`config.mk`:
```
export PLATFORM = sky130hd
export DESIGN_NAME = reset_cause_status_register
export DESIGN_NICKNAME = d
export VERILOG_FILES = /design/src/hdl/reset_cause_pkg.sv /design/src/hdl/reset_cause_status_register.sv
export VERILOG_INCLUDE_DIRS = /design/src /design/src/hdl
export SDC_FILE = /design/constraint.sdc
export NUM_CORES = 1
export LEC_CHECK = 0
export ABC_AREA = 1
export BUFFER_PORTS_ARGS = -buffer_cell sky130_fd_sc_hd__buf_4
export CORE_MARGIN = 1.5
export CORE_UTILIZATION = 45
export DETAILED_ROUTE_END_ITERATION = 10
export GPL_ROUTABILITY_DRIVEN = 0
export PLACE_DENSITY = 0.74
export RECOVER_POWER = 25
export SYNTH_ARGS = -nofsm -noshare
export SYNTH_HDL_FRONTEND = slang
export SYNTH_SLANG_ARGS = --single-unit
```
`constraint.sdc`:
```
create_clock -name clk -period 2.05 [get_ports clk]
set_clock_uncertainty 0.15 [all_clocks]
set_input_delay 0 -clock clk [delete_from_list [all_inputs] [get_ports clk]]
set_output_delay 0 -clock clk [all_outputs]
set_load 0.05 [all_outputs]
```
`src/hdl/reset_cause_params.svh`:
```
// Purpose: offsets, field positions and reset values of the reset cause block
// Assumes: 32-bit APB, one aligned word per register
// Notes:   macros only, no logic
`ifndef RESET_CAUSE_PARAMS_SVH
`define RESET_CAUSE_PARAMS_SVH

// register byte addresses
`define RCS_ADDR_STATUS   12'h000
`define RCS_ADDR_IRQ_STAT 12'h004
`define RCS_ADDR_IRQ_MASK 12'h008

// field positions of reset_cause_status
`define RCS_BIT_TRAP      15
`define RCS_BIT_ILLEGAL   14
`define RCS_BIT_FLASH_REG 11
`define RCS_BIT_CFG_MISM  9
`define RCS_BIT_MAIN_REG  8
`define RCS_BIT_EXT_PIN   7
`define RCS_BIT_SW_RESET  6
`define RCS_BIT_SW_WDT    5
`define RCS_BIT_WDT_TOUT  4
`define RCS_BIT_SLEEP     3
`define RCS_BIT_IDLE      2
`define RCS_BIT_BROWNOUT  1
`define RCS_BIT_PWR_ON    0

// value after power-on, implemented bits, event-driven bits
`define RCS_PWR_ON_VALUE  16'h0003
`define RCS_IMPL_MASK     16'hcbff
`define RCS_EVENT_MASK    16'hc2df

// watchdog configuration code that forces the watchdog on
`define RCS_WDT_CFG_FORCE 2'h3

// interrupt registers after reset
`define RCS_IRQ_RESET     16'h0000
`endif

```
`src/hdl/reset_cause_pkg.sv`:
```
// Purpose: carrier types of the reset cause block
// Assumes: 32-bit APB4 signalling
// Notes:   constants live in reset_cause_params.svh
package reset_cause_pkg;

  // apb request from the master
  typedef struct packed {
    logic        psel;
    logic        penable;
    logic        pwrite;
    logic [11:0] paddr;
    logic [31:0] pwdata;
    logic [3:0]  pstrb;
  } apb_req_t;

  // apb answer to the master
  typedef struct packed {
    logic [31:0] prdata;
    logic        pready;
    logic        pslverr;
  } apb_rsp_t;

  // same-clock reset cause and power-state events, one-cycle pulses
  typedef struct packed {
    logic trapConflict;
    logic illegalCondition;
    logic configMismatch;
    logic softwareReset;
    logic watchdogTimeout;
    logic sleepEntered;
    logic idleEntered;
  } cause_evt_t;

endpackage

```
`src/hdl/reset_cause_status_register.sv`:
```
// Purpose: reset cause and power-state register with apb access and interrupt
// Assumes: rst is the power-on reset; other device resets leave this block running
// Notes:   pin and analog detector inputs are synchronised before use
//
// The register offsets and the APB slave port were decided locally.
`timescale 1ns/1ps
`include "reset_cause_params.svh"

////////////////////////////////////////////////////////////////////////////////
// Operation
// - trap conflict reset sets flag at bit 15.
// - illegal opcode, address mode or pointer reset sets bit 14.
// - configuration mismatch reset sets bit 9.
// - master clear pin reset sets bit 7.
// - reset instruction sets bit 6.
// - watchdog time-out sets bit 4.
// - having been in Sleep sets bit 3.
// - having been in Idle sets bit 2.
// - brown-out reset sets bit 1.
// - power-on reset sets bit 0.
// - bit 5 written one enables watchdog, zero disables it.
// - watchdog configuration bits both one keep watchdog always enabled.
// - software may set or clear any flag without causing a reset.
// - bit 8 one keeps main regulator active in Sleep, else standby.
// - bit 11 one keeps flash regulator active in Sleep, else standby.
// - bits 13, 12 and 10 always read zero.
// - power-on clears everything except brown-out and power-on flags, which set.
// - each reset kind sets its own matching flag.
module reset_cause_status_register
  import reset_cause_pkg::*;
(
  input  wire logic       clk,
  input  wire logic       rst,
  input  wire apb_req_t   apbReq,
  output apb_rsp_t        apbRsp,
  input  wire cause_evt_t causeIn,
  input  wire logic       masterClearPinN,
  input  wire logic       brownoutDetect,
  input  wire logic [1:0] watchdogConfigEnable,
  output logic            watchdogEnable,
  output logic            mainRegulatorSleepActive,
  output logic            flashRegulatorSleepActive,
  output logic            irq
);

  logic [15:0] status_ff;
  logic [15:0] nxt_status;
  logic [15:0] irqStat_ff;
  logic [15:0] irqMask_ff;
  logic [15:0] evtVec;
  logic [15:0] byteEn;
  logic [15:0] wrMerged;
  logic [31:0] rdData;
  logic        rdErr;
  logic        access;
  logic        commit;
  logic        wrStatus;
  logic        wrIrqStat;
  logic        wrIrqMask;
  logic [1:0]  pinSync_ff;
  logic [1:0]  brownSync_ff;
  apb_rsp_t    rsp_ff;
  logic        watchdog_config_enable_ff;
  logic        mainReg_ff;
  logic        flashReg_ff;
  logic        irq_ff;

  //////////////////////////////////////////////////////////////////////////////
  // synchronisers for the pin and the analog detector

  // two flops each; only the second stage is read by logic
  always_ff @(posedge clk) begin
    if (rst) begin
      pinSync_ff   <= 2'h3;
      brownSync_ff <= 2'h0;
    end else begin
      pinSync_ff   <= {pinSync_ff[0], masterClearPinN};
      brownSync_ff <= {brownSync_ff[0], brownoutDetect};
    end
  end

  //////////////////////////////////////////////////////////////////////////////
  // event vector in the register layout

  // pin and brown-out are levels: flag is set on every cycle they are active
  always_comb begin
    evtVec                     = 16'h0000;
    evtVec[`RCS_BIT_TRAP]      = causeIn.trapConflict;
    evtVec[`RCS_BIT_ILLEGAL]   = causeIn.illegalCondition;
    evtVec[`RCS_BIT_CFG_MISM]  = causeIn.configMismatch;
    evtVec[`RCS_BIT_EXT_PIN]   = ~pinSync_ff[1];
    evtVec[`RCS_BIT_SW_RESET]  = causeIn.softwareReset;
    evtVec[`RCS_BIT_WDT_TOUT]  = causeIn.watchdogTimeout;
    evtVec[`RCS_BIT_SLEEP]     = causeIn.sleepEntered;
    evtVec[`RCS_BIT_IDLE]      = causeIn.idleEntered;
    evtVec[`RCS_BIT_BROWNOUT]  = brownSync_ff[1];
  end

  //////////////////////////////////////////////////////////////////////////////
  // apb decode

  // a request is committed at the edge where pready is seen high
  assign access    = apbReq.psel & apbReq.penable;
  assign commit    = access & rsp_ff.pready;
  assign wrStatus  = commit & apbReq.pwrite & (apbReq.paddr == `RCS_ADDR_STATUS);
  assign wrIrqStat = commit & apbReq.pwrite & (apbReq.paddr == `RCS_ADDR_IRQ_STAT);
  assign wrIrqMask = commit & apbReq.pwrite & (apbReq.paddr == `RCS_ADDR_IRQ_MASK);

  // byte lanes of the low half-word; upper lanes have no storage
  assign byteEn   = {{8{apbReq.pstrb[1]}}, {8{apbReq.pstrb[0]}}};
  assign wrMerged = (status_ff & ~byteEn) | (apbReq.pwdata[15:0] & byteEn);

  // read mux; unmapped addresses answer zero with an error
  always_comb begin
    rdData = 32'h0000_0000;
    rdErr  = 1'b0;
    unique case (apbReq.paddr)
      `RCS_ADDR_STATUS:   rdData = {16'h0000, status_ff & `RCS_IMPL_MASK};
      `RCS_ADDR_IRQ_STAT: rdData = {16'h0000, irqStat_ff};
      `RCS_ADDR_IRQ_MASK: rdData = {16'h0000, irqMask_ff};
      default:            rdErr  = 1'b1;
    endcase
  end

  //////////////////////////////////////////////////////////////////////////////
  // apb answer: one wait state, data and error captured with pready

  always_ff @(posedge clk) begin
    if (rst) begin
      rsp_ff <= '0;
    end else if (access & ~rsp_ff.pready) begin
      rsp_ff.pready  <= 1'b1;
      rsp_ff.prdata  <= apbReq.pwrite ? 32'h0000_0000 : rdData;
      rsp_ff.pslverr <= rdErr;
    end else begin
      rsp_ff <= '0;
    end
  end

  //////////////////////////////////////////////////////////////////////////////
  // reset cause register

  // software value first, then hardware events win over any clear
  always_comb begin
    nxt_status = wrStatus ? wrMerged : status_ff;
    nxt_status = (nxt_status | evtVec) & `RCS_IMPL_MASK;
  end

  // only power-on resets this register; other resets keep flags
  always_ff @(posedge clk) begin
    if (rst) begin
      status_ff <= `RCS_PWR_ON_VALUE;
    end else begin
      status_ff <= nxt_status;
    end
  end

  //////////////////////////////////////////////////////////////////////////////
  // control outputs taken from the register

  // watchdog forced on by configuration, else follows software bit
  always_ff @(posedge clk) begin
    if (rst) begin
      watchdog_config_enable_ff <= 1'b0;
    end else begin
      watchdog_config_enable_ff <= (watchdogConfigEnable == `RCS_WDT_CFG_FORCE)
                  | status_ff[`RCS_BIT_SW_WDT];
    end
  end

  // regulator sleep behaviour: one keeps the regulator active in Sleep
  always_ff @(posedge clk) begin
    if (rst) begin
      mainReg_ff  <= 1'b0;
      flashReg_ff <= 1'b0;
    end else begin
      mainReg_ff  <= status_ff[`RCS_BIT_MAIN_REG];
      flashReg_ff <= status_ff[`RCS_BIT_FLASH_REG];
    end
  end

  //////////////////////////////////////////////////////////////////////////////
  // interrupt status, mask and output

  // sticky, write one to clear; a new event wins over the clear
  always_ff @(posedge clk) begin
    if (rst) begin
      irqStat_ff <= `RCS_IRQ_RESET;
    end else begin
      irqStat_ff <= ((irqStat_ff & ~(wrIrqStat ? wrMerged & byteEn : 16'h0000)) | evtVec)
                    & `RCS_EVENT_MASK;
    end
  end

  // mask of the same layout, one enables the bit onto irq
  always_ff @(posedge clk) begin
    if (rst) begin
      irqMask_ff <= `RCS_IRQ_RESET;
    end else if (wrIrqMask) begin
      irqMask_ff <= ((irqMask_ff & ~byteEn) | (apbReq.pwdata[15:0] & byteEn)) & `RCS_EVENT_MASK;
    end
  end

  // level interrupt while any unmasked status bit is set
  always_ff @(posedge clk) begin
    if (rst) begin
      irq_ff <= 1'b0;
    end else begin
      irq_ff <= |(irqStat_ff & irqMask_ff);
    end
  end

  assign apbRsp                    = rsp_ff;
  assign watchdogEnable            = watchdog_config_enable_ff;
  assign mainRegulatorSleepActive  = mainReg_ff;
  assign flashRegulatorSleepActive = flashReg_ff;
  assign irq                       = irq_ff;

  //////////////////////////////////////////////////////////////////////////////
  // checks

  // trap conflict pulse is recorded on the next edge
  property p_trap;
    @(posedge clk) disable iff (rst) causeIn.trapConflict |=> status_ff[`RCS_BIT_TRAP];
  endproperty
  a_trap: assert property (p_trap) else $error("trap flag not set");

  // illegal condition pulse is recorded on the next edge
  property p_illegal;
    @(posedge clk) disable iff (rst) causeIn.illegalCondition |=> status_ff[`RCS_BIT_ILLEGAL];
  endproperty
  a_illegal: assert property (p_illegal) else $error("illegal flag not set");

  // configuration mismatch pulse is recorded on the next edge
  property p_cfg_mism;
    @(posedge clk) disable iff (rst) causeIn.configMismatch |=> status_ff[`RCS_BIT_CFG_MISM];
  endproperty
  a_cfg_mism: assert property (p_cfg_mism) else $error("mismatch flag not set");

  // pin low is seen through the synchroniser three edges later
  property p_ext_pin;
    @(posedge clk) disable iff (rst) !masterClearPinN |-> ##3 status_ff[`RCS_BIT_EXT_PIN];
  endproperty
  a_ext_pin: assert property (p_ext_pin) else $error("pin flag not set");

  // reset instruction pulse is recorded on the next edge
  property p_sw_reset;
    @(posedge clk) disable iff (rst) causeIn.softwareReset |=> status_ff[`RCS_BIT_SW_RESET];
  endproperty
  a_sw_reset: assert property (p_sw_reset) else $error("sw reset flag not set");

  // watchdog time-out pulse is recorded on the next edge
  property p_wdt_tout;
    @(posedge clk) disable iff (rst) causeIn.watchdogTimeout |=> status_ff[`RCS_BIT_WDT_TOUT];
  endproperty
  a_wdt_tout: assert property (p_wdt_tout) else $error("timeout flag not set");

  // sleep and idle entry are recorded on the next edge
  property p_sleep;
    @(posedge clk) disable iff (rst) causeIn.sleepEntered |=> status_ff[`RCS_BIT_SLEEP];
  endproperty
  a_sleep: assert property (p_sleep) else $error("sleep flag not set");

  property p_idle;
    @(posedge clk) disable iff (rst) causeIn.idleEntered |=> status_ff[`RCS_BIT_IDLE];
  endproperty
  a_idle: assert property (p_idle) else $error("idle flag not set");

  // brown-out level is seen through the synchroniser three edges later
  property p_brownout;
    @(posedge clk) disable iff (rst) brownoutDetect |-> ##3 status_ff[`RCS_BIT_BROWNOUT];
  endproperty
  a_brownout: assert property (p_brownout) else $error("brown-out flag not set");

  // first edge after power-on shows only the two power flags
  property p_pwr_on;
    @(posedge clk) disable iff (rst) $fell(rst) |-> status_ff == `RCS_PWR_ON_VALUE;
  endproperty
  a_pwr_on: assert property (p_pwr_on) else $error("power-on value wrong");

  // watchdog output follows the software bit one edge later
  property p_wdt_sw;
    @(posedge clk) disable iff (rst)
      (watchdogConfigEnable != `RCS_WDT_CFG_FORCE) |=> watchdogEnable == $past(status_ff[`RCS_BIT_SW_WDT]);
  endproperty
  a_wdt_sw: assert property (p_wdt_sw) else $error("watchdog enable wrong");

  // forced configuration keeps the watchdog on
  property p_wdt_force;
    @(posedge clk) disable iff (rst) (watchdogConfigEnable == `RCS_WDT_CFG_FORCE) |=> watchdogEnable;
  endproperty
  a_wdt_force: assert property (p_wdt_force) else $error("watchdog not forced");

  // a full write with no event stores the written implemented bits
  property p_sw_write;
    @(posedge clk) disable iff (rst) (wrStatus && evtVec == 16'h0000 && apbReq.pstrb[1:0] == 2'h3)
      |=> status_ff == ($past(apbReq.pwdata[15:0]) & `RCS_IMPL_MASK);
  endproperty
  a_sw_write: assert property (p_sw_write) else $error("software write lost");

  // regulator outputs follow their bits one edge later
  property p_main_reg;
    @(posedge clk) disable iff (rst) 1'b1 |=> mainRegulatorSleepActive == $past(status_ff[`RCS_BIT_MAIN_REG]);
  endproperty
  a_main_reg: assert property (p_main_reg) else $error("main regulator wrong");

  property p_flash_reg;
    @(posedge clk) disable iff (rst) 1'b1 |=> flashRegulatorSleepActive == $past(status_ff[`RCS_BIT_FLASH_REG]);
  endproperty
  a_flash_reg: assert property (p_flash_reg) else $error("flash regulator wrong");

  // unimplemented bits read zero
  property p_unimpl;
    @(posedge clk) disable iff (rst) apbRsp.pready |-> (apbRsp.prdata[13:12] == 2'h0) && !apbRsp.prdata[10];
  endproperty
  a_unimpl: assert property (p_unimpl) else $error("unimplemented bit set");

  // no write and no event leaves every flag unchanged
  property p_hold;
    @(posedge clk) disable iff (rst) (!wrStatus && evtVec == 16'h0000) |=> $stable(status_ff);
  endproperty
  a_hold: assert property (p_hold) else $error("flag changed on its own");

  // an event wins over a clearing write in the same cycle
  property p_set_wins;
    @(posedge clk) disable iff (rst) (wrStatus && evtVec[`RCS_BIT_TRAP]) |=> status_ff[`RCS_BIT_TRAP];
  endproperty
  a_set_wins: assert property (p_set_wins) else $error("event lost to write");

endmodule

```
Word-level counts from Yosys, hierarchy flattened
Cells that the tools add are included.
Widths: inputs -> output; s select.
- add/sub/neg operators: 0
- multiply operators: 0
- div/mod/pow operators: 0
- order comparisons: 0
- equality and inequality tests: 3
- shift-type cells: 0
- muxes and demuxes: 5
- bitwise gates (word level): 23
- reduce and logical (&&, ||, !) cells: 5
- operators with widths (operator ; number):
    $and 16x16->16 ; 6
    $or 16x16->16 ; 4
    $pmux 16 s3 ; 1
    $mux 16 ; 2
    $not 16->16 ; 2
    $reduce_or 16->1 ; 1
    $eq 12x3->1 const B ; 1
    $eq 12x4->1 const B ; 1
    $logic_not 12->1 ; 1
    $and 1x1->1 ; 7
    $reduce_or 3->1 ; 2
    $not 1->1 ; 3
    $eq 2x2->1 const B ; 1
    $mux 2 ; 1
    $reduce_or 2->1 ; 1
    $mux 1 ; 1
    $or 1x1->1 ; 1
- register bits: 84
- latch bits: 0
- RAM bits: 0
- memory bits (read-only): 0
- bits of input ports: 64
- output and inout bits: 38
- word-level logic and storage cells: 50
- memories: 0

Longest topological paths before layout
Gate-level depths: netlist of run 1.
- depth after elaboration: 8
- gate-level depth with buffers: 8

Least setup slack after synthesis of run 1
No wires, ideal clock.
- kind: reg2reg
- from: reg rsp_ff, in the netlist apbRsp[1]
- to: reg status_ff[0]
- data arrival time: 1.501 ns
- path slack: 0.282 ns
- cell stages (with the launch flop): 7
- buffers on the path: 1
- period minus slack after synthesis: 1.768 ns
- cells stage by stage: dfxtp_1 nand2_1 nor2_2 buf_2 nand4_2 a21oi_1 nand2_1
- longest elaborated chain between the ends: 5
- ends and longest elaborated chain (element ; RTL line ; RTL):
    start, declared ; reset_cause_status_register.sv:62 ; apb_rsp_t rsp_ff;
    $and 1x1->1 ; reset_cause_status_register.sv:104 ; assign commit = access & rsp_ff.pready;
    $and 1x1->1 (2 in a row) ; reset_cause_status_register.sv:105 ; assign wrStatus = commit & apbReq.pwrite & (apbReq.paddr == `RCS_ADDR_STATUS);
    $mux 16 ; reset_cause_status_register.sv:145 ; nxt_status = wrStatus ? wrMerged : status_ff;
    $or 16x16->16 ; reset_cause_status_register.sv:146 ; nxt_status = (nxt_status | evtVec) & `RCS_IMPL_MASK;
    end signal, assigned ; reset_cause_status_register.sv:152 ; status_ff <= `RCS_PWR_ON_VALUE;
    end signal, assigned ; reset_cause_status_register.sv:154 ; status_ff <= nxt_status;
    end, declared ; reset_cause_status_register.sv:46 ; logic [15:0] status_ff;
No other way between the ends.
A chain may end at the register's enable or synchronous reset.

==> results.tsv, run 1 <==
stage	metric	value	unit
global_routing	first-pass GRT wire length	10500	um
cells_and_area	# diodes	0	
clocking	clock transition at the registers of the reported paths	0.10	ns
drt	DR iter-0 viols	227	
power	clock network power share	32.8	%
placement	number of port buffers	61	
drt	Routed Wire Length	6870	um
yosys	EDFF count, synth	0	
setup_path	crit-path max FO	8	
global_routing	largest net degree at the start of global routing	32	
setup_path	critical path endpoint category	register	
power	peak supply drop	320	uV
power	combinational power share	15.0	%
yosys	synthesis-stage register bit count	56	
clocking	Num CTS Buffers	5	
yosys	sequential-to-total area share from yosys stat	41.3	%
yosys	Avg Cell Area, Syn	6.93	um^2
run	max-cap violation count	0	
sta	worst slew pin tran	0.614	ns
clocking	CTS Sinks	56	
global_routing	met2 Usage GRT	36.4	%
yosys	Commonest cells post-synth	nand2_1 (72), inv_1 (70), nor2_1 (57), dfxtp_1 (56), nand4_1 (21)	
cells_and_area	nets@finish	553	
power	Sw Share	25.7	%
clocking	clock root buffer	clkbuf_8	
drt	post-detailed-route count of antenna-violating nets	0	
clocking	worst-skew pair later-pin latency	0.31	ns
power	Leakage	1.75	nW
floorplanning	# rows	28	
yosys	Async SR Flop Fraction	0	%
drt	WL/cell	12.2	um
clocking	Clock H-tree levels	2	
sta	setup TNS	0	ns
yosys	Yosys top cell by area	dfxtp_1	
yosys	Ys Warns	0	
yosys	most common flop cell mapped by yosys	dfxtp_1	
cells_and_area	Area Overhead vs Synth	32.4	%
yosys	Cell Area, Synth	2720	um^2
clocking	CTS max path bufs	2	
sta	RSZ-0062 raised after global routing	no	
worst_hold_path	Worst Hold Depth	6	
drt	DRC	0	
global_routing	GR Util met3	3.75	%
status	status	finished, final reports clean	
clocking	CTS tree	done	
power	Pint	1.61	mW
sta	Max Clk Rate	512	MHz
global_routing	met1 global-route usage	26.5	%
floorplanning	starting density of the core	46.2	%
floorplanning	Core Box Area	5890	um^2
setup_path	reg-to-reg startpoint	apbRsp[1]	
global_routing	initial antenna violation count	0	
setup_path	setup slack, reg-to-reg	0.1	ns
yosys	Cells after Synth	392	
setup_path	Arr. time, crit path	2.02	ns
drt	via count	2674	
yosys	most common cell in the netlist	nand2_1	
sta	Max Slew Vio Count	0	
drt	detailed-router iteration count before antenna repair	4	
sta	Hold Slack	0.0236	ns
setup_path	CP required	2.12	ns
drt	vias per inst	4.73	
setup_path	CP startpoint	apbRsp[1]	
floorplanning	Die Width	80.7	um
global_routing	Global Route Usage Sum	21.0	%
cells_and_area	final core utilization	61.1	%
global_routing	GR peak layer	met2	
global_routing	number of global-route vias before repair	2371	
sta	final setup vio count	0	
floorplanning	die height	80.7	um
floorplanning	I/O pin cnt	102	
worst_hold_path	worst hold path type	input pin to register	
placement	post-detail-place hpwl	4470	um
setup_path	crit path launch type	register	
sta	minimum clock period	1.95	ns
power	Psw	0.557	mW
sta	Slew headroom	59.3	%
yosys	area share of the largest cell type after synthesis	41.3	%
cells_and_area	share of post-route cells with drive strength above 1	15.5	%
power	sequential power share	52.2	%
yosys	post-synth cell types	25	
floorplanning	die area	6510	um^2
setup_path	crit path kind	register to register	
global_routing	grt ovf	0	
sta	part of the cycle the worst path needs	95.2	%
sta	final hold violation count	0	
setup_path	cells on worst reg2reg path	7	
power	pwr dens	604	nW/um^2
yosys	Synth area leaders	dfxtp_1 (41%), nand2_1 (9.9%), inv_1 (9.7%)	
-- timing repair --
item                                    CTS  global route
endpoints found under the hold margin    53             0
gates resized for setup                   0             3
endpoints found under the setup margin    0            11
hold buffers                             36             0
setup buffers                             0             0
-- worst max-delay path, cell delays in order (launching register included) --
cell,delay [ns]
dfxtp_1,0.38
nand2_1,0.08
nor2_2,0.16
buf_6,0.16
nand4_2,0.16
nor2_1,0.15
dlygate4sd3_1,0.57
nor2_1,0.04
-- how the worst min path moves through the flow --
stage / start / to
finish: apbReq[44] / register
global route: apbReq[44] / register
CTS: apbReq[44] / register
detailed placement: masterClearPinN / pinSync_ff[0]
global placement: masterClearPinN / pinSync_ff[0]
floorplan: rst / apbRsp[1]
-- metal layers --
| metal | wire length [um] | up-vias |
|---|---|---|
| met5 | 0 | - |
| met3 | 466 | 10 |
| met4 | 95 | 0 |
| met1 | 2960 | 1201 |
| li1 | - | 1372 |
| met2 | 3350 | 91 |
-- per-stage QoR --
stage	worst slack [ns]	cell area (um^2)	instances	power (mW)
5_1_grt	0.00478	3600	565	2.25
6_report	0.0980	3600	565	2.17
2_1_floorplan	0.282	2790	410	1.36
4_1_cts	0.150	3640	564	2.18
3_3_place_gp	0.498	3170	520	1.42
3_5_place_dp	0.451	3170	520	1.43
-- kinds of logic (layout without fill, tap and decap cells) --
logic type	count (synthesis)	in the layout	synth area share (%)
AND/OR/NAND/NOR	189	190	32.0
other	1	19	0.138
flip-flops	56	56	41.3
AO/OA/AOI/OAI	44	44	9.12
buffers and inverters	102	181	17.4
-- area by class of cell --
class / instances / area (um^2)
Clock buffer: 6 / 72.6
Sequential cell: 56 / 1120
Clock inverter: 2 / 35.0
Inverter: 70 / 263
Tap cell: 75 / 93.8
Multi-Input combinational cell: 253 / 1200
Fill cell: 553 / 2290
Timing Repair Buffer: 103 / 811
-- power groups by stage --
stage	Clock (mW)	Combinational, mW	Sequential (mW)
3_3_place_gp	0	0.263	1.16
5_1_grt	0.760	0.353	1.14
2_1_floorplan	0	0.196	1.16
4_1_cts	0.729	0.320	1.13
6_report	0.712	0.325	1.13
3_5_place_dp	0	0.267	1.16
-- cell usage in the layout, fill, tap and decap left out, types with 2 or more instances in the layout --
| cell type | netlist | final |
|---|---|---|
| a21oi_1 | 15 | 15 |
| buf_4 | 20 | 51 |
| clkbuf_1 | 4 | 16 |
| clkbuf_8 | 0 | 5 |
| conb_1 | 1 | 19 |
| dfxtp_1 | 56 | 56 |
| dlygate4sd3_1 | 0 | 36 |
| inv_1 | 70 | 70 |
| nand2_1 | 72 | 73 |
| nand2_2 | 4 | 4 |
| nand3_1 | 19 | 19 |
| nand3_2 | 2 | 2 |
| nand4_1 | 21 | 21 |
| nand4_2 | 2 | 2 |
| nor2_1 | 57 | 56 |
| nor2_2 | 3 | 4 |
| nor3_1 | 4 | 3 |
| o21ai_0 | 18 | 18 |
| o21bai_1 | 9 | 9 |
| or2_2 | 2 | 2 |
Power figures use the tool's default switching activity.
==> inputs of run 2 (changes only) <==
- BUFFER_PORTS_ARGS: -buffer_cell sky130_fd_sc_hd__buf_4 -> -buffer_cell sky130_fd_sc_hd__buf_2
==> run 2 against run 1 <==
Sequential share of layout area rose by 1.3 points. Maximum frequency barely moved. First-iteration DRC count rose by 5.7%. Hold slack got worse by 0.012 ns. Clock-buffer cell count did not move. Total power fell by 5.1%. Critical path type is now input pin to register. Largest power group unchanged.
==> results.tsv, run 2 (synthesized netlist as in run 1, its figures left out) <==
stage	metric	value	unit
status	status	finished, final reports clean	
drt	Routed Wire Length	6800	um
clocking	CTS max path bufs	2	
placement	Place WS	0.455	ns
cells_and_area	Multi-input gate area	1200	um^2
placement	post-detail-place hpwl	4480	um
floorplanning	Die Width	80.7	um
cells_and_area	register area	1120	um^2
sta	minimum clock period	1.95	ns
power	Power, Total	2.06	mW
setup_path	Worst Setup EP	irqStat_ff[6]	
clocking	CTS Sinks	56	
clocking	CTS tree	done	
global_routing	number of global-route vias before repair	2404	
floorplanning	die area	6510	um^2
drt	DRC	0	
power	peak supply drop	279	uV
placement	number of port buffers	61	
clocking	clock transition at the registers of the reported paths	0.10	ns
cells_and_area	commonest cells after routing, fill and taps aside	nand2_1 (72), inv_1 (70), nor2_1 (56), dfxtp_1 (56), buf_2 (49)	
drt	WL met1	2940	um
sta	part of the cycle the worst path needs	95.2	%
floorplanning	die height	80.7	um
setup_path	reg-to-reg startpoint	apbRsp[1]	
setup_path	Arr. time, crit path	2.00	ns
global_routing	initial antenna violation count	0	
drt	detailed-router iteration count before antenna repair	5	
floorplanning	Core Box Area	5890	um^2
sta	worst slew pin tran	0.605	ns
floorplanning	starting density of the core	46.2	%
global_routing	largest net degree at the start of global routing	32	
setup_path	CP required	2.10	ns
sta	final hold violation count	0	
drt	DR WL met3	435	um
clocking	Clock H-tree levels	2	
sta	post-route worst setup slack	0.0977	ns
drt	via count	2670	
sta	Max Clk Rate	512	MHz
clocking	Num CTS Buffers	5	
cells_and_area	# diodes	0	
clocking	clock root buffer	clkbuf_8	
setup_path	crit path kind	input pin to register	
clocking	setup repair bufs after CTS	0	
sta	Max Slew Vio Count	0	
power	Leakage	1.71	nW
global_routing	grt ovf	0	
setup_path	cells on worst reg2reg path	7	
clocking	worst-skew pair later-pin latency	0.31	ns
setup_path	r2r endpoint	irqStat_ff[6]	
worst_hold_path	worst hold path type	input pin to register	
placement	Placed Cells incl. Taps	520	
power	pwr dens	598	nW/um^2
floorplanning	# rows	28	
drt	post-detailed-route count of antenna-violating nets	0	
drt	DR iter-0 viols	240	
drt	WL/cell	12.1	um
setup_path	crit-path max FO	15	
drt	Top Metal Used	met4	
floorplanning	I/O pin cnt	102	
sta	Slew headroom	59.9	%
sta	final setup vio count	0	
setup_path	CP startpoint	apbReq[48]	
global_routing	first-pass GRT wire length	10600	um
cells_and_area	Non-Filler Instances	563	
cells_and_area	final core utilization	58.6	%
cells_and_area	most common cell after layout, fill and taps aside	nand2_1	
run	max-cap violation count	0	
setup_path	critical path endpoint category	register	
setup_path	setup slack, reg-to-reg	0.12	ns
cells_and_area	fill cell count	559	
cells_and_area	Area Overhead vs Synth	26.9	%
sta	RSZ-0062 raised after global routing	no	
global_routing	Global Route Usage Sum	21.1	%
drt	vias per inst	4.74	
setup_path	crit path launch type	input pin	
sta	setup TNS	0	ns
cells_and_area	nets@finish	551	
cells_and_area	share of post-route cells with drive strength above 1	16.4	%
drt	met2 WL	3270	um
-- run 2: report_power, final --
part	internal, mW	switching, mW	total (mW)	leakage [nW]
combinational	0.112	0.190	0.302	1.20
clock	0.271	0.354	0.625	0.0510
sequential	1.12	0.0182	1.13	0.457
-- run 2: layout make-up --
type,instances,area share (%)
clock buffers,6,2.39
clock inverters,2,0.290
inverters,70,7.62
multi-input cells,253,34.9
flip-flops and latches,56,32.5
well taps,75,2.72
repair buffers,101,19.6
-- run 2: stage by stage --
step / instance area [um^2] / hold slack, ns
floorplan: 2790 / -0.0617
global placement: 3020 / 0.0330
detailed placement: 3020 / 0.0386
CTS: 3450 / 0.00397
global route: 3450 / 0.0180
finish: 3450 / 0.0116
-- run 2: routing by layer --
layer / GRT usage, % / vias to the layer above
li1: - / 1368
met1: 25.5 / 1182
met2: 37.1 / 106
met3: 3.98 / 14
met4: 7.76 / 0
met5: 0 / -
-- run 2: critical path: stages --
cell and delay [ns]:
dlygate4sd3_1 0.55, buf_2 0.15, nand2_1 0.07, nor2_2 0.17
buf_4 0.24, nand4_1 0.11, nand2_1 0.07, a21oi_1 0.05
dlygate4sd3_1 0.58
-- run 2: how the worst min path moves through the flow --
stage                    startpoint  slack, ns                   endpoint  cells after the start
detailed placement  masterClearPinN       0.04              pinSync_ff[0]                      2
global route                    rst       0.02  flashRegulatorSleepActive                      2
CTS                      apbReq[38]      0.004                   register                      6
finish                          rst       0.01  flashRegulatorSleepActive                      2
floorplan                       rst      -0.06                  apbRsp[1]                      1
global placement    masterClearPinN       0.03              pinSync_ff[0]                      2
-- run 2: what timing repair did --
action,4_1_cts,5_1_grt
hold buffers,34,0
gates resized for setup,0,3
setup endpoints to repair,0,7
endpoints found under the hold margin,50,0
